### src/watchdog_pkg.sv
// watchdog_pkg.sv: shared constants and types of the watchdog timer block
package watchdog_pkg;

   // ----------------------------------------------------------------
   // bus geometry
   // ----------------------------------------------------------------
   localparam int ADDR_W = 5;                    // byte address width
   localparam int DATA_W = 32;                   // avalon data width
   localparam int BE_W   = 4;                    // byte enables

   // ----------------------------------------------------------------
   // register byte offsets
   // ----------------------------------------------------------------
   localparam logic [ADDR_W-1:0] OFS_WD_CTRL  = 5'h00; // watchdog_control
   localparam logic [ADDR_W-1:0] OFS_CK_CTRL  = 5'h04; // clock_control_reg
   localparam logic [ADDR_W-1:0] OFS_TA_KEY   = 5'h08; // timed-access key
   localparam logic [ADDR_W-1:0] OFS_IRQ_STAT = 5'h0c; // sticky events
   localparam logic [ADDR_W-1:0] OFS_IRQ_MASK = 5'h10; // event mask
   localparam logic [ADDR_W-1:0] OFS_EIE      = 5'h14; // extended_irq_enable_reg
   localparam logic [ADDR_W-1:0] OFS_GIE      = 5'h18; // global_irq_enable

   // ----------------------------------------------------------------
   // field positions
   // ----------------------------------------------------------------
   localparam int WD_RESTART_BIT = 0;            // restart_strobe
   localparam int WD_RSTEN_BIT   = 1;            // reset_on_timeout_enable
   localparam int WD_CAUSE_BIT   = 2;            // reset_cause_flag
   localparam int WD_TIMEOUT_BIT = 3;            // timeout_flag
   localparam int CK_SEL_LO_BIT  = 6;            // interval_select_lo
   localparam int CK_SEL_HI_BIT  = 7;            // interval_select_hi
   localparam int CK_OTHER_W     = 6;            // plain bits below the select
   localparam int EIE_WD_BIT     = 4;            // watchdog irq enable
   localparam int GIE_BIT        = 0;            // global irq enable
   localparam int IRQ_TIMEOUT    = 0;            // event: time-out
   localparam int IRQ_WDRESET    = 1;            // event: watchdog reset
   localparam int IRQ_W          = 2;            // number of events

   // ----------------------------------------------------------------
   // reset values and keys
   // ----------------------------------------------------------------
   localparam logic [1:0] SEL_RESET   = 2'h0;    // shortest interval
   localparam logic [7:0] TA_KEY_1    = 8'haa;   // first unlock byte
   localparam logic [7:0] TA_KEY_2    = 8'h55;   // second unlock byte

   // ----------------------------------------------------------------
   // timing, in clocks of clk
   // ----------------------------------------------------------------
   localparam int CNT_W              = 26;       // divider width
   localparam int INTERVAL_SEL0      = 131072;   // 2^17
   localparam int INTERVAL_SEL1      = 1048576;  // 2^20
   localparam int INTERVAL_SEL2      = 8388608;  // 2^23
   localparam int INTERVAL_SEL3      = 67108864; // 2^26
   localparam int GRACE_CLKS         = 512;      // wait after time-out
   localparam int GRACE_W            = 9;
   localparam logic [GRACE_W-1:0] GRACE_LAST = GRACE_W'(GRACE_CLKS - 1);
   localparam int MACHINE_CYCLE_CLKS = 4;        // clocks per machine cycle
   localparam int RESET_MC           = 2;        // reset length, machine cycles
   localparam int RESET_HOLD_CLKS    = MACHINE_CYCLE_CLKS * RESET_MC;
   localparam int HOLD_W             = 4;
   localparam logic [HOLD_W-1:0] HOLD_LAST = HOLD_W'(RESET_HOLD_CLKS - 1);

   // ----------------------------------------------------------------
   // carriers and states
   // ----------------------------------------------------------------
   typedef struct packed {
      logic              read;
      logic              write;
      logic [ADDR_W-1:0] address;
      logic [BE_W-1:0]   byteenable;
      logic [DATA_W-1:0] writedata;
   } avmm_req_type;

   typedef struct packed {
      logic              waitrequest;
      logic [DATA_W-1:0] readdata;
   } avmm_rsp_type;

   typedef enum {WD_COUNTING, WD_GRACE, WD_RESETTING} wd_state_type;

endpackage

### src/watchdog_timed_access.sv
// watchdog_timed_access.sv: two-key unlock gate for the protected watchdog bits
`timescale 1ns/100ps
`default_nettype none

module watchdog_timed_access
   import watchdog_pkg::*;
(
   input  wire logic       clk,
   input  wire logic       rst_n,
   input  wire logic       wrTaken,     // a bus write takes effect this cycle
   input  wire logic       wrIsKey,     // that write targets the key register
   input  wire logic [7:0] wrByte,      // low byte of the write data
   output logic            unlocked     // next write may change protected bits
);

   // ----------------------------------------------------------------
   // key sequencing
   // ----------------------------------------------------------------
   logic armed_r;                       // first key seen
   logic open_r;                        // both keys seen in order

   // first key arms; any other write in between disarms
   always_ff @(posedge clk) begin
      if (!rst_n) begin
         armed_r <= 1'b0;
      end else if (wrTaken) begin
         armed_r <= wrIsKey && (wrByte == TA_KEY_1);
      end
   end

   // window spans exactly the one write after the second key;
   // counted in writes, not clocks, so a slow master cannot miss it
   always_ff @(posedge clk) begin
      if (!rst_n) begin
         open_r <= 1'b0;
      end else if (wrTaken) begin
         open_r <= wrIsKey && armed_r && (wrByte == TA_KEY_2);
      end
   end

   assign unlocked = open_r;

endmodule

`default_nettype wire

### src/watchdog_timer.sv
// watchdog_timer.sv: watchdog divider, grace window, reset pulse and register slave
//
// The register offsets and register access over Avalon-MM are this design's own decisions.
`timescale 1ns/100ps
`default_nettype none

// Functional notes
// - count clocks, set timeout flag each interval
// - keep counting, flag again every interval
// - irq request needs flag, enable, global enable
// - interrupt and reset paths are independent
// - restart bit clears counter, self-clears
// - two select bits choose the interval
// - intervals 2^17, 2^20, 2^23, 2^26 clocks
// - reset 512 clocks after timeout unless restarted
// - reset lasts two machine cycles, sets cause
// - cause flag sticky; untouched while reset disabled
// - timeout flag cleared by software or reset
// - clearing reset enable keeps counter running
// - power-on disables; watchdog reset restarts counter
// - interval defaults to shortest after reset
// - protected bits need timed-access procedure
module watchdog_timer
   import watchdog_pkg::*;
#(
   parameter int INTERVAL_00 = INTERVAL_SEL0,   // clocks for select 00
   parameter int INTERVAL_01 = INTERVAL_SEL1,   // clocks for select 01
   parameter int INTERVAL_10 = INTERVAL_SEL2,   // clocks for select 10
   parameter int INTERVAL_11 = INTERVAL_SEL3    // clocks for select 11
)
(
   input  wire logic         clk,
   input  wire logic         rst_n,             // power-on / power-fail reset
   input  wire avmm_req_type busReq,            // avalon request
   output avmm_rsp_type      busRsp,            // waitrequest and readdata
   output logic              irq,               // unmasked sticky event
   output logic              wdIrqReq,          // watchdog interrupt request
   output logic              sysReset           // watchdog system reset
);

   // ----------------------------------------------------------------
   // helpers
   // ----------------------------------------------------------------

   // address match, used by every decode
   function automatic logic regHit(input logic [ADDR_W-1:0] addr,
                                   input logic [ADDR_W-1:0] ofs);
      regHit = (addr == ofs);
   endfunction

   // last count of the selected interval
   function automatic logic [CNT_W-1:0] intervalLast(input logic [1:0] sel);
      case (sel)
         2'h0:    intervalLast = CNT_W'(INTERVAL_00 - 1);
         2'h1:    intervalLast = CNT_W'(INTERVAL_01 - 1);
         2'h2:    intervalLast = CNT_W'(INTERVAL_10 - 1);
         default: intervalLast = CNT_W'(INTERVAL_11 - 1);
      endcase
   endfunction

   // ----------------------------------------------------------------
   // declarations
   // ----------------------------------------------------------------
   logic                ack_r;             // second cycle of an access
   logic [DATA_W-1:0]   readdata_r;        // captured read word
   logic                reqActive;         // read or write pending
   logic                wrTaken;           // write takes effect now
   logic                rdTaken;           // read completes now
   logic                lane0;             // low byte lane enabled
   logic [7:0]          wrByte;            // low write byte
   logic                unlocked;          // timed access open
   logic                ctrlWr;            // write to watchdog_control
   logic                ctrlProtWr;        // unlocked write to it
   logic                ckWr;              // write to clock_control_reg

   logic                restart_r;         // restart_strobe
   logic                rstEnable_r;       // reset_on_timeout_enable
   logic                causeFlag_r;       // reset_cause_flag
   logic                timeoutFlag_r;     // timeout_flag
   logic [1:0]          intervalSel_r;     // interval_select_hi/lo
   logic [CK_OTHER_W-1:0] ckOther_r;       // remaining clock control bits
   logic                wdIrqEnable_r;     // extended irq enable, watchdog bit
   logic                globalIrqEn_r;     // global_irq_enable
   logic [IRQ_W-1:0]    irqStatus_r;       // sticky events
   logic [IRQ_W-1:0]    irqMask_r;         // event mask
   logic                wdIrqReq_r;        // registered irq request

   wd_state_type        state_r;           // watchdog sequence
   wd_state_type        state_nxt;
   logic [CNT_W-1:0]    count_r;           // free-running divider
   logic [GRACE_W-1:0]  graceCnt_r;        // clocks since time-out
   logic [HOLD_W-1:0]   holdCnt_r;         // clocks of reset pulse
   logic                timeoutTick;       // interval elapsed this clock
   logic                graceEnd;          // last grace clock
   logic                resetFire;         // watchdog reset begins
   logic [IRQ_W-1:0]    events;            // event pulses

   // ----------------------------------------------------------------
   // avalon slave: one wait cycle, answer on the second
   // ----------------------------------------------------------------
   assign reqActive = busReq.read | busReq.write;
   assign wrTaken   = busReq.write & ack_r;
   assign rdTaken   = busReq.read & ack_r;
   assign lane0     = busReq.byteenable[0];
   assign wrByte    = busReq.writedata[7:0];
   assign ctrlWr    = wrTaken & lane0 & regHit(busReq.address, OFS_WD_CTRL);
   assign ctrlProtWr = ctrlWr & unlocked;
   assign ckWr      = wrTaken & lane0 & regHit(busReq.address, OFS_CK_CTRL);

   // waitrequest is held in the first cycle of every access
   always_ff @(posedge clk) begin
      if (!rst_n) begin
         ack_r <= 1'b0;
      end else begin
         ack_r <= reqActive & ~ack_r;
      end
   end

   // read word captured in the wait cycle, stands in the answer cycle
   always_ff @(posedge clk) begin
      if (!rst_n) begin
         readdata_r <= '0;
      end else if (busReq.read & ~ack_r) begin
         readdata_r <= '0;              // unmapped and reserved read zero
         if (regHit(busReq.address, OFS_WD_CTRL)) begin
            readdata_r[WD_RESTART_BIT] <= restart_r;
            readdata_r[WD_RSTEN_BIT]   <= rstEnable_r;
            readdata_r[WD_CAUSE_BIT]   <= causeFlag_r;
            readdata_r[WD_TIMEOUT_BIT] <= timeoutFlag_r;
         end else if (regHit(busReq.address, OFS_CK_CTRL)) begin
            readdata_r[CK_SEL_HI_BIT:CK_SEL_LO_BIT] <= intervalSel_r;
            readdata_r[CK_OTHER_W-1:0]              <= ckOther_r;
         end else if (regHit(busReq.address, OFS_TA_KEY)) begin
            readdata_r[0] <= unlocked;
         end else if (regHit(busReq.address, OFS_IRQ_STAT)) begin
            readdata_r[IRQ_W-1:0] <= irqStatus_r;
         end else if (regHit(busReq.address, OFS_IRQ_MASK)) begin
            readdata_r[IRQ_W-1:0] <= irqMask_r;
         end else if (regHit(busReq.address, OFS_EIE)) begin
            readdata_r[EIE_WD_BIT] <= wdIrqEnable_r;
         end else if (regHit(busReq.address, OFS_GIE)) begin
            readdata_r[GIE_BIT] <= globalIrqEn_r;
         end
      end
   end

   assign busRsp.waitrequest = reqActive & ~ack_r;
   assign busRsp.readdata    = readdata_r;

   // ----------------------------------------------------------------
   // timed-access gate
   // ----------------------------------------------------------------
   watchdog_timed_access u_timed_access (
      .clk      (clk),
      .rst_n    (rst_n),
      .wrTaken  (wrTaken),
      .wrIsKey  (regHit(busReq.address, OFS_TA_KEY)),
      .wrByte   (wrByte),
      .unlocked (unlocked)
   );

   // ----------------------------------------------------------------
   // divider and sequence
   // ----------------------------------------------------------------

   // interval end; compare with >= so a shorter select never strands the count
   assign timeoutTick = (state_r != WD_RESETTING) & ~restart_r
                        & (count_r >= intervalLast(intervalSel_r));
   assign graceEnd    = (state_r == WD_GRACE) & (graceCnt_r == GRACE_LAST);
   // reset only if still enabled and no restart arrived in the window
   assign resetFire   = graceEnd & rstEnable_r & ~restart_r;

   // free-running count, cleared by restart or the watchdog reset
   always_ff @(posedge clk) begin
      if (!rst_n) begin
         count_r <= '0;
      end else if (restart_r || state_r == WD_RESETTING) begin
         count_r <= '0;
      end else if (timeoutTick) begin
         count_r <= '0;                 // wrap, next interval starts
      end else begin
         count_r <= CNT_W'(count_r + 1'b1);
      end
   end

   // next state
   always_comb begin
      state_nxt = state_r;
      case (state_r)
         WD_COUNTING: begin
            if (timeoutTick) begin
               state_nxt = WD_GRACE;    // open the grace window
            end
         end
         WD_GRACE: begin
            if (restart_r) begin
               state_nxt = WD_COUNTING; // pending reset cancelled
            end else if (resetFire) begin
               state_nxt = WD_RESETTING;
            end else if (graceEnd) begin
               state_nxt = WD_COUNTING; // reset disabled: just timing
            end
         end
         WD_RESETTING: begin
            if (holdCnt_r == HOLD_LAST) begin
               state_nxt = WD_COUNTING;
            end
         end
         default: begin
            state_nxt = WD_COUNTING;
         end
      endcase
   end

   // state register
   always_ff @(posedge clk) begin
      if (!rst_n) begin
         state_r <= WD_COUNTING;
      end else begin
         state_r <= state_nxt;
      end
   end

   // grace clocks, counted from the time-out
   always_ff @(posedge clk) begin
      if (!rst_n) begin
         graceCnt_r <= '0;
      end else if (state_r != WD_GRACE) begin
         graceCnt_r <= '0;
      end else begin
         graceCnt_r <= GRACE_W'(graceCnt_r + 1'b1);
      end
   end

   // reset pulse length
   always_ff @(posedge clk) begin
      if (!rst_n) begin
         holdCnt_r <= '0;
      end else if (state_r != WD_RESETTING) begin
         holdCnt_r <= '0;
      end else begin
         holdCnt_r <= HOLD_W'(holdCnt_r + 1'b1);
      end
   end

   // ----------------------------------------------------------------
   // watchdog control bits
   // ----------------------------------------------------------------

   // restart strobe: set by an unlocked write, cleared by hardware next clock
   always_ff @(posedge clk) begin
      if (!rst_n) begin
         restart_r <= 1'b0;
      end else if (restart_r) begin
         restart_r <= 1'b0;
      end else if (ctrlProtWr) begin
         restart_r <= wrByte[WD_RESTART_BIT];
      end
   end

   // reset enable: power-on clears it, the watchdog reset keeps it
   always_ff @(posedge clk) begin
      if (!rst_n) begin
         rstEnable_r <= 1'b0;
      end else if (ctrlProtWr) begin
         rstEnable_r <= wrByte[WD_RSTEN_BIT];
      end
   end

   // time-out flag: reset clears, tick beats a software clear
   always_ff @(posedge clk) begin
      if (!rst_n) begin
         timeoutFlag_r <= 1'b0;
      end else if (resetFire) begin
         timeoutFlag_r <= 1'b0;
      end else if (timeoutTick) begin
         timeoutFlag_r <= 1'b1;
      end else if (ctrlProtWr) begin
         timeoutFlag_r <= wrByte[WD_TIMEOUT_BIT];
      end
   end

   // reset cause: the firing reset sets it, a plain write to watchdog_control may set or clear it
   always_ff @(posedge clk) begin
      if (!rst_n) begin
         causeFlag_r <= 1'b0;
      end else if (resetFire) begin
         causeFlag_r <= 1'b1;
      end else if (ctrlWr) begin
         causeFlag_r <= wrByte[WD_CAUSE_BIT];
      end
   end

   // interval select, back to the shortest on any reset
   always_ff @(posedge clk) begin
      if (!rst_n) begin
         intervalSel_r <= SEL_RESET;
      end else if (resetFire) begin
         intervalSel_r <= SEL_RESET;
      end else if (ckWr) begin
         intervalSel_r <= wrByte[CK_SEL_HI_BIT:CK_SEL_LO_BIT];
      end
   end

   // remaining clock control bits are plain storage
   always_ff @(posedge clk) begin
      if (!rst_n) begin
         ckOther_r <= '0;
      end else if (ckWr) begin
         ckOther_r <= wrByte[CK_OTHER_W-1:0];
      end
   end

   // ----------------------------------------------------------------
   // interrupt enables and request
   // ----------------------------------------------------------------

   // watchdog enable in the extended enable register
   always_ff @(posedge clk) begin
      if (!rst_n) begin
         wdIrqEnable_r <= 1'b0;
      end else if (wrTaken && lane0 && regHit(busReq.address, OFS_EIE)) begin
         wdIrqEnable_r <= wrByte[EIE_WD_BIT];
      end
   end

   // global enable
   always_ff @(posedge clk) begin
      if (!rst_n) begin
         globalIrqEn_r <= 1'b0;
      end else if (wrTaken && lane0 && regHit(busReq.address, OFS_GIE)) begin
         globalIrqEn_r <= wrByte[GIE_BIT];
      end
   end

   // request needs all three; no term of the reset path enters it
   always_ff @(posedge clk) begin
      if (!rst_n) begin
         wdIrqReq_r <= 1'b0;
      end else begin
         wdIrqReq_r <= timeoutFlag_r & wdIrqEnable_r & globalIrqEn_r;
      end
   end

   assign wdIrqReq = wdIrqReq_r;
   assign sysReset = (state_r == WD_RESETTING); // decoded from state flop

   // ----------------------------------------------------------------
   // sticky event status, cleared by reading it
   // ----------------------------------------------------------------
   assign events[IRQ_TIMEOUT] = timeoutTick;
   assign events[IRQ_WDRESET] = resetFire;

   // a new event in the clearing read's cycle survives
   always_ff @(posedge clk) begin
      if (!rst_n) begin
         irqStatus_r <= '0;
      end else if (rdTaken && regHit(busReq.address, OFS_IRQ_STAT)) begin
         irqStatus_r <= events;
      end else begin
         irqStatus_r <= irqStatus_r | events;
      end
   end

   // mask of the same layout
   always_ff @(posedge clk) begin
      if (!rst_n) begin
         irqMask_r <= '0;
      end else if (wrTaken && lane0 && regHit(busReq.address, OFS_IRQ_MASK)) begin
         irqMask_r <= wrByte[IRQ_W-1:0];
      end
   end

   assign irq = |(irqStatus_r & irqMask_r);

endmodule

`default_nettype wire

### config.mk
export PLATFORM = sky130hd
export DESIGN_NAME = watchdog_timer
export DESIGN_NICKNAME = d
export VERILOG_FILES = /design/src/watchdog_pkg.sv /design/src/watchdog_timed_access.sv /design/src/watchdog_timer.sv
export SDC_FILE = /design/constraint.sdc
export NUM_CORES = 1
export LEC_CHECK = 0
export BUFFER_PORTS_ARGS = -buffer_cell sky130_fd_sc_hd__buf_2
export CORE_ASPECT_RATIO = 0.5
export CORE_MARGIN = 2
export CORE_UTILIZATION = 36
export CTS_BUF_LIST = sky130_fd_sc_hd__clkbuf_8
export CTS_CLUSTER_SIZE = 30
export DETAILED_ROUTE_END_ITERATION = 6
export GPL_TIMING_DRIVEN = 0
export HOLD_SLACK_MARGIN = 0.12
export SLEW_MARGIN = 20
export SYNTH_ARGS = -nofsm -noshare
export SYNTH_HDL_FRONTEND = slang
export SYNTH_SLANG_ARGS = --single-unit
### constraint.sdc
create_clock -name clk -period 4.3 [get_ports clk]
set_input_delay 0 -clock clk [delete_from_list [all_inputs] [get_ports clk]]
set_output_delay 0 -clock clk [all_outputs]
set_load 0.005 [all_outputs]
==> results by group, run 1 <==
Power
  – Leakage: 0.00174 uW
  – Cell Pwr Density: 302 nW/um^2
  – Peak supply drop: ~160 uV

Synthesis
  – #FFs+latches synth: just over 70
  – Largest family of logic cells by synthesized area: simple AND/OR/NAND/NOR gates
  – Synth Area in XOR/XNOR: 0.0747
  – Netlist cell types: 52
  – Top cells by instance count after synthesis: 71 x dfxtp_1, 55 x nor2_1, 36 x nand2_1, 30 x nand3_1, 26 x buf_4
  – Sequential share of the synthesized area: 0.404
  – Yosys warns: 0
  – Top_reg_cell synth: dfxtp_1
  – Share of synthesized registers carrying an async set or reset: 0
  – Syn avg cell area: 8.72 sq um
  – Area leader, netlist: dfxtp_1
  – Post-Syn Area: around 3500 sq um
  – Post-synth EDFFs: 0
  – Post-synthesis simple-gate area fraction: 0.277
  – Compound-Gate Fraction of Synth Area: 0.0907
  – Mux contribution to synthesized area: 0.0256
  – Synth top area cells: dfxtp_1 40%, nor2_1 5.9%, buf_4 5.6%, ha_1 4.6%, nand3_1 4.3%
  – Synth top area share: 0.404
  – Adder-cell share of the synthesized area: 0.0463
  – Cells after Synth: 403
  – Most common cell in the netlist: dfxtp_1

Final layout
  – Post-route core utilization: 0.449
  – Syn-to-layout area delta: 21.0%
  – ANT cells: 0
  – Nets: 538
  – Post-Layout Cell Count: 620
  – Share of layout cells above drive strength 1: 0.161

Timing
  – Worst-Margin Slew: 0.495 ns
  – F_max: about 430 MHz
  – Fin crit period: 2.35 ns
  – Clock Skews: between 0.006 and 0.007 ns
  – Slew Viols, Final: 0
  – RSZ-0062 raised after global routing: false
  – Ratio of final minimum period to clock period: 0.546
  – Final setup fails: 0
  – Hold violation count in the final report: 0
  – Rel. slew slack: 0.667
  – Final TNS setup: 0 ns

GRT
  – First-pass GRT wire length: about 12 mm
  – Initial antenna violation count: 0
  – Pin count of the biggest net entering global routing: 12
  – Number of global-route vias before repair: 2642
  – Total global-route track usage: 0.149
  – Grt total ovfl: 0

Worst setup path
  – RR Startpoint: intervalSel_r[1]
  – CP delay by family, top: compound AO/OA/AOI/OAI gates
  – WP buf/inv: 1
  – Critical path capture point type: flop
  – Req. time, crit path: ~4.6 ns
  – Worst Path Arrival: 2.63 ns
  – Crit path launch type: flop
  – Setup CP Type: flop to flop
  – R2R cell count: 8
  – Critical Path Stages: 8
  – Slowest CP cell: a211oi_1
  – R2r setup slk: 1.95 ns
  – Max incr delay on CP: 0.45 ns
  – Max FO, Critical Path: 10
  – Critical path cell sequence: nand2_1 > ha_1 > a211oi_1 > nor2_1 > a211oi_1 > nand4b_2 > buf_4 > nor2_1
  – Reg-to-reg endpoint: count_r[11]

Die
  – Row count: 25
  – DIE HEIGHT: roughly 74 um
  – Die ar.: 10600 sq um
  – Core Area: approximately 9500 sq um
  – Number of I/O pins: 81
  – Initial Util: 0.371
  – Die extent in x: around 140 um

Clocking
  – CTS tree: done
  – Clk sinks: 71
  – Post-CTS Setup Inserts: 0
  – CTS buffer count: 9
  – H-tree depth: 3
  – Latest clock arrival within the worst-skew pair: 0.36 ns
  – CTS root buf: clkbuf_8
  – Clock buffer depth: 2
  – Clock transition at path regs: 0.07 ns

Hold path
  – Hold_sp: busReq[38]
  – Hold Crit Class: input pin to flop
  – Hold Crit Endpoint: readdata_r[0]
  – Hold depth: 4

Drt
  – Routed Antenna Nets: 0
  – WL/cell: about 12 um
  – DR vias/cell: 4.67
  – Vias post-DR: between 2000 and 3000
  – DRT iter0 DRCs: 100
  – DR DRC count: 0
  – Routed WL: 7.27 mm
  – First drt pass iteration count: 4

Place
  – PortBufs: 28
  – DP HPWL: 5.29 mm
  – Placed insts: around 590
  – GPL Wtd Cong: 0.799

Outcome
  – Status: finished, final reports clean

Run
  – Max-cap check violation count: 0
==> metrics by stage <==
stage | hold WS (ns) | cell area [sq um] | worst slack (ns) | total power [uW]
2_1_floorplan | 0.114 | 3600 | 2.33 | 738
3_3_place_gp | 0.294 | 3910 | 2.01 | 767
3_5_place_dp | 0.300 | 3910 | 1.97 | 767
4_1_cts | 0.160 | 4250 | 1.95 | 1300
5_1_grt | 0.223 | 4250 | 1.72 | 1340
6_report | 0.187 | 4250 | 1.95 | 1280
==> worst max-delay path by stage <==
| stage | start | to |
|---|---|---|
| final | intervalSel_r[1] | count_r[11] |
| after detailed placement | intervalSel_r[1] | count_r[21] |
| after global routing | intervalSel_r[1] | count_r[21] |
| after CTS | intervalSel_r[1] | count_r[21] |
| after global placement | intervalSel_r[1] | count_r[22] |
| after floorplan | intervalSel_r[1] | count_r[18] |
==> tightest hold or removal path, cell delays in order <==
cell and delay, ns:
buf_2 0.15, nor3b_1 0.07, o221ai_1 0.20, a21oi_1 0.07
==> cell type report <==
class,instances,area [sq um]
fillers,950,5230
clock buffers,10,138
well taps,135,169
clock inverters,6,53.8
multi-input cells,308,1900
flip-flops and latches,71,1420
inverters,8,30.0
repair buffers,43,290
plain buffers,39,254
==> cell usage in the layout, fill, tap and decap left out, types with 11 or more instances in the layout <==
master,count
a21boi_0,12
nand2_1,36
xnor2_1,16
conb_1,24
ha_1,13
xor2_1,14
nor2b_1,11
nand3_1,30
buf_4,26
dlygate4sd3_1,15
buf_2,30
a21oi_1,11
nor2_1,55
inv_1,11
dfxtp_1,71
==> sequential cells by signal, indices dropped and copies added, names as in the netlist, 2 cells and up <==
signal / count
holdCnt_r: 4
ckOther_r: 6
irqMask_r: 2
readdata_r: 8
graceCnt_r: 9
state_r: 2
count_r: 26
irqStatus_r: 2
intervalSel_r: 2
==> kinds of logic after synthesis <==
| kind of cell | after synthesis |
|---|---|
| and+or+nand+nor | 188 |
| DFF | 71 |
| buffers and inverters | 47 |
| AOI/OAI and AO/OA | 44 |
| xor gates and xnor gates | 30 |
| adders and majority gates | 13 |
| muxes | 9 |
| other | 1 |
==> where the power goes <==
part	total (uW)	internal, uW	switching, uW
Combinational	94.6	46.7	47.9
Clock	521	276	244
Sequential	668	663	4.75
Total	1280	986	297
==> metal layers <==
layer | vias to the layer above | GRT usage | wire [um] | share of wire
met3 | 11 | 0.0450 | 363 | 0.050
met2 | 71 | 0.246 | 3280 | 0.45
li1 | 1504 | - | - | -
met1 | 1307 | 0.184 | 3550 | 0.49
met4 | 0 | 0.0621 | 78 | 0.011
met5 | - | 0 | 0 | 0
==> timing repair <==
| action | in CTS | in global routing |
|---|---|---|
| endpoints found under the hold margin | 31 | 0 |
| hold buffers | 15 | 0 |
| gates resized for setup | 0 | 0 |
(Power assumes the default switching activity.)
==> inputs of run 2 (changes only) <==
Clock period 4.3 ns to 1.9 ns, I/O delays scaled along.
==> results by group, run 2 (same netlist as run 1, synthesis figures left out) <==
Final layout
  – Largest register FFs: 26 (unchanged)
  – Storage cell area: 1430 sq um (was 1420 sq um)
  – Post-route core utilization: 0.466 (was 0.449)
  – Multi-input combinational cell area: 1980 sq um (was 1900 sq um)
  – Share of layout cells above drive strength 1: 0.202 (was 0.161)
  – ANT cells: 0 (unchanged)
  – Biggest register: count_r (unchanged)
  – Syn-to-layout area delta: 25.5% (was 21.0%)
  – Most common cell after layout, fill and taps aside: dfxtp_1 (unchanged)
  – Commonest non-fill, non-tap cells in the layout: 69 x dfxtp_1, 54 x nor2_1, 35 x nand2_1 (was 71 x dfxtp_1, 55 x nor2_1, 36 x nand2_1)
  – Nets: 544 (was 538)
  – # fillers: 951 (was 950)
  – Top Registers: count_r (26), graceCnt_r (9), readdata_r (8) (unchanged)

Worst setup path
  – Critical path capture point type: flop (unchanged)
  – Worst Path Arrival: 2.19 ns (was 2.63 ns)
  – Crit path launch type: flop (unchanged)
  – Setup CP Type: flop to flop (unchanged)
  – Max FO, Critical Path: 4 (was 10)
  – Req. time, crit path: 2.19 ns (was 4.59 ns)

Timing
  – Rel. slew slack: 0.649 (was 0.667)
  – Final setup fails: 0 (unchanged)
  – Hold violation count in the final report: 0 (unchanged)
  – Worst-Margin Slew: 0.526 ns (was 0.495 ns)
  – Ratio of final minimum period to clock period: 0.998 (was 0.546)
  – Hold_ws: 0.137 ns (was 0.187 ns)
  – RSZ-0062 raised after global routing: true (was false)
  – Clock Skews: 0.0105 ns (was 0.00694 ns)
  – Fin crit period: 1.90 ns (was 2.35 ns)
  – Final TNS setup: 0 ns (unchanged)
  – Slew Viols, Final: 0 (unchanged)
  – F_max: 527 MHz (was 426 MHz)

Die
  – Initial Util: 0.371 (unchanged)
  – Number of I/O pins: 81 (unchanged)
  – Core Area: 9480 sq um (unchanged)
  – Die ar.: 10600 sq um (unchanged)
  – Row count: 25 (unchanged)
  – DIE HEIGHT: 73.9 um (unchanged)
  – Die extent in x: 144 um (unchanged)

GRT
  – Initial antenna violation count: 0 (unchanged)
  – Pin count of the biggest net entering global routing: 12 (unchanged)
  – Grt total ovfl: 0 (unchanged)
  – Total global-route track usage: 0.158 (was 0.149)
  – First-pass GRT wire length: 13.0 mm (was 12.3 mm)
  – Number of global-route vias before repair: 2669 (was 2642)

Run
  – Max-cap check violation count: 0 (unchanged)

Power
  – Cell Pwr Density: 679 nW/um^2 (was 302 nW/um^2)
  – Clock share of power: 0.421 (was 0.406)
  – Sw Pwr: 681 uW (was 297 uW)
  – Int Pwr: 2310 uW (was 986 uW)
  – Seq pwr share: 0.504 (was 0.521)
  – Peak supply drop: 349 uV (was 156 uV)
  – Comb pwr share: 0.075 (was 0.074)
  – Leakage: 0.00181 uW (was 0.00174 uW)
  – Net Sw Frac: 0.227 (was 0.231)

Drt
  – First drt pass iteration count: 4 (unchanged)
  – WL/cell: 12.3 um (was 11.7 um)
  – DR DRC count: 0 (unchanged)
  – Routed Antenna Nets: 0 (unchanged)
  – DR vias/cell: 4.64 (was 4.67)
  – DRT iter0 DRCs: 152 (was 100)
  – Vias post-DR: 2903 (was 2893)
  – Routed WL: 7.72 mm (was 7.27 mm)

Clocking
  – CTS tree: done (unchanged)
  – Clock transition at path regs: 0.07 ns (about the same)
  – CTS buffer count: 9 (unchanged)
  – H-tree depth: 3 (unchanged)
  – CTS root buf: clkbuf_8 (unchanged)
  – Latest clock arrival within the worst-skew pair: 0.36 ns (about the same)
  – Clock buffer depth: 2 (unchanged)
  – Clk sinks: 71 (unchanged)

Outcome
  – Status: finished, final reports clean (unchanged)

Place
  – DP HPWL: 5.34 mm (was 5.29 mm)
  – GPL Wtd Cong: 0.786 (was 0.799)
  – PortBufs: 28 (unchanged)

Hold path
  – Hold Crit Class: input pin to flop (unchanged)
run 2: changes by cell type in the layout (fill, tap and decap cells not counted), sizes merged:
cell / delta
clkbuf: +2
buf: +7
dlygate4sd3: -1
clkinvlp: -1
clkinv: +1
inv: -2
run 2: worst max-delay path, stage by stage (launching register included):
cell       delay (ns)
dfxtp_4          0.39
inv_1            0.12
ha_1             0.30
nand4_1          0.16
nor3_2           0.25
a2bb2oi_2        0.12
a211o_1          0.36
a21oi_1          0.14
run 2: final cells by class:
| class | instances | share of cell area |
|---|---|---|
| buffer | 39 | 0.0595 |
| sequential | 71 | 0.324 |
| tap | 135 | 0.0383 |
| timing repair buffer | 49 | 0.0763 |
| clock buffer | 12 | 0.0374 |
| clock inverter | 4 | 0.00992 |
| multi-input combinational | 308 | 0.448 |
| inverter | 8 | 0.00680 |
run 2: power by group through the flow:
stage | combinational [uW] | clock, uW | sequential [uW]
2_1_floorplan | 126 | 0 | 1540
3_3_place_gp | 192 | 0 | 1550
3_5_place_dp | 192 | 0 | 1550
4_1_cts | 222 | 1300 | 1510
5_1_grt | 253 | 1360 | 1510
6_report | 225 | 1260 | 1510
run 2: worst paths after layout:
| path | start | end | slack (ns) | depth (start not counted) |
|---|---|---|---|---|
| worst min register to register | holdCnt_r[0] | holdCnt_r[0] | 0.46 | 1 |
| worst min-delay path | busReq[40] | readdata_r[5] | 0.14 | 4 |
| worst max-delay path | intervalSel_r[1] | timeoutFlag_r | 0.003 | 7 |
| worst max register to register | intervalSel_r[1] | timeoutFlag_r | 0.003 | 7 |
run 2: repair_timing:
action                                  in CTS  in global routing
hold buffers                                14                  0
gates resized for setup                     15                  5
buffers inserted                             5                  2
endpoints found under the setup margin      29                 37
gates cloned                                 0                  0
hold endpoints to repair                    29                  0
pin swaps                                    6                  3
run 2: metrics by stage:
| stage | cell area (sq um) | cells | setup WS, ns | total power (uW) |
|---|---|---|---|---|
| CTS | 4370 | 624 | 0.00261 | 3030 |
| global placement | 3920 | 589 | -0.247 | 1740 |
| finish | 4410 | 626 | 0.00345 | 2990 |
| detailed placement | 3920 | 589 | -0.280 | 1740 |
| global route | 4410 | 626 | -0.100 | 3130 |
| floorplan | 3610 | 426 | 0.0221 | 1670 |
run 2: metal layers:
metal / routed length, um / global-route usage / vias up / share of wire
li1: - / - / 1505 / -
met4: 67 / 0.0381 / 0 / 0.0087
met5: 0 / 0 / - / 0
met1: 3890 / 0.211 / 1319 / 0.50
met3: 394 / 0.0522 / 6 / 0.051
met2: 3370 / 0.249 / 73 / 0.44
==> inputs of run 3 (changes only) <==
Settings changed: GPL_TIMING_DRIVEN 0 to default.
==> results by group, run 3 (same netlist as run 1, synthesis figures left out) <==
Die
  – Number of I/O pins: 81 (unchanged)
  – Initial Util: 0.371 (unchanged)
  – Die ar.: 10600 sq um (unchanged)
  – Die extent in x: 144 um (unchanged)
  – Core Area: 9480 sq um (unchanged)
  – Row count: 25 (unchanged)
  – DIE HEIGHT: 73.9 um (unchanged)

Timing
  – Clock Skews: 0.00347 ns (was 0.0105 ns)
  – Slew Viols, Final: 0 (unchanged)
  – Final setup fails: 0 (unchanged)
  – Setup ws final: 0.00747 ns (was 0.00345 ns)
  – RSZ-0062 raised after global routing: true (unchanged)
  – Ratio of final minimum period to clock period: 0.996 (was 0.998)
  – Final TNS setup: 0 ns (unchanged)
  – F_max: 528 MHz (was 527 MHz)
  – Fin crit period: 1.89 ns (was 1.90 ns)
  – Hold violation count in the final report: 0 (unchanged)
  – Hold_ws: 0.201 ns (was 0.137 ns)

Final layout
  – Biggest register: count_r (unchanged)
  – Share of layout cells above drive strength 1: 0.198 (was 0.202)
  – Syn-to-layout area delta: 23.4% (was 25.5%)
  – Nets: 523 (was 544)
  – Post-route core utilization: 0.458 (was 0.466)
  – Top Registers: count_r (26), graceCnt_r (9), readdata_r (8) (unchanged)
  – # fillers: 941 (was 951)
  – Final instance area: 4340 sq um (was 4410 sq um)
  – ANT cells: 0 (unchanged)
  – Most common cell after layout, fill and taps aside: dfxtp_1 (unchanged)
  – Largest register FFs: 26 (unchanged)
  – Commonest non-fill, non-tap cells in the layout: 69 x dfxtp_1, 52 x nor2_1, 35 x nand2_1 (was 69 x dfxtp_1, 54 x nor2_1, 35 x nand2_1)

Clocking
  – Clock buffer depth: 2 (unchanged)
  – CTS buffer count: 9 (unchanged)
  – Clock transition at path regs: 0.07 ns (about the same)
  – CTS root buf: clkbuf_8 (unchanged)
  – Clk sinks: 71 (unchanged)
  – CTS tree: done (unchanged)
  – H-tree depth: 3 (unchanged)
  – Latest clock arrival within the worst-skew pair: 0.35 ns (was 0.36 ns)

Drt
  – Routed WL: 7.51 mm (was 7.72 mm)
  – DR DRC count: 0 (unchanged)
  – First drt pass iteration count: 4 (unchanged)
  – Vias post-DR: 2863 (was 2903)
  – WL/cell: 12.4 um (was 12.3 um)
  – DR vias/cell: 4.73 (was 4.64)
  – DRT iter0 DRCs: 103 (was 152)
  – Routed Antenna Nets: 0 (unchanged)

Outcome
  – Status: finished, final reports clean (unchanged)

Worst setup path
  – Max FO, Critical Path: 4 (unchanged)
  – R2R cell count: 8 (was 7)
  – Setup CP Type: flop to flop (unchanged)
  – RR Startpoint: intervalSel_r[1] (unchanged)
  – CP startpoint: intervalSel_r[1] (unchanged)
  – Worst Path Arrival: 2.18 ns (was 2.19 ns)
  – Req. time, crit path: 2.19 ns (about the same)
  – Critical path capture point type: flop (unchanged)
  – Crit path launch type: flop (unchanged)

GRT
  – Initial antenna violation count: 0 (unchanged)
  – Number of global-route vias before repair: 2595 (was 2669)
  – Grt total ovfl: 0 (unchanged)
  – First-pass GRT wire length: 12.2 mm (was 13.0 mm)
  – Pin count of the biggest net entering global routing: 34 (was 12)
  – Total global-route track usage: 0.148 (was 0.158)

Place
  – GPL Wtd Cong: 0.766 (was 0.786)
  – PortBufs: 29 (was 28)
  – Dpl cell area: 3820 sq um (was 3920 sq um)
  – Setup slack after placement: -0.0607 ns (was -0.280 ns)
  – DP HPWL: 5.07 mm (was 5.34 mm)

Power
  – Leakage: 0.00173 uW (was 0.00181 uW)
  – Peak supply drop: 485 uV (was 349 uV)
  – Cell Pwr Density: 661 nW/um^2 (was 679 nW/um^2)

Run
  – Max-cap check violation count: 0 (unchanged)

Hold path
  – Hold_sp: busReq[38] (was busReq[40])
  – Hold Crit Class: input pin to flop (unchanged)
  – Hold depth: 4 (unchanged)
-- run 3: layer usage --
layer | GRT usage | up-vias | routed length, um
li1 | - | 1472 | -
met1 | 0.184 | 1303 | 3570
met2 | 0.249 | 75 | 3510
met3 | 0.0359 | 13 | 293
met4 | 0.0632 | 0 | 136
met5 | 0 | - | 0
-- run 3: final timing paths --
check | end | slack, ns
min | readdata_r[0] | 0.20
max reg2reg | irqStatus_r[0] | 0.007
min reg2reg | holdCnt_r[0] | 0.45
max | irqStatus_r[0] | 0.007
-- run 3: final cells by class --
cell class	count	area [sq um]	share of cell area
multi-input combinational	308	2030	0.467
sequential	71	1430	0.329
timing repair buffer	67	489	0.113
clock buffer	13	179	0.0412
tap	135	169	0.0389
inverter	8	30.0	0.00692
clock inverter	3	15.0	0.00346
-- run 3: repair_timing --
item / in CTS / in global routing
setup buffers: 0 / 2
gates cloned: 0 / 0
setup endpoints to repair: 16 / 30
resized for setup: 5 / 19
hold buffers: 17 / 0
pin swaps: 1 / 5
hold endpoints to repair: 22 / 0
-- run 3: critical path, stage by stage (launching register included) --
cell	delay [ns]
dfxtp_4	0.39
nand2_4	0.09
ha_4	0.27
nand4_1	0.16
buf_4	0.19
a2bb2oi_4	0.17
buf_6	0.13
a211o_1	0.30
a21boi_2	0.13
-- run 3: through the flow --
| step | power [uW] | cells |
|---|---|---|
| after floorplan | 1670 | 426 |
| after global routing | 2990 | 605 |
| final | 2870 | 605 |
| after global placement | 1700 | 570 |
| after CTS | 2910 | 603 |
| after detailed placement | 1700 | 570 |
-- run 3: power by group --
group | internal [uW] | switching [uW]
logic | 84.2 | 106
registers | 1500 | 9.76
clock network | 610 | 561
total | 2190 | 676
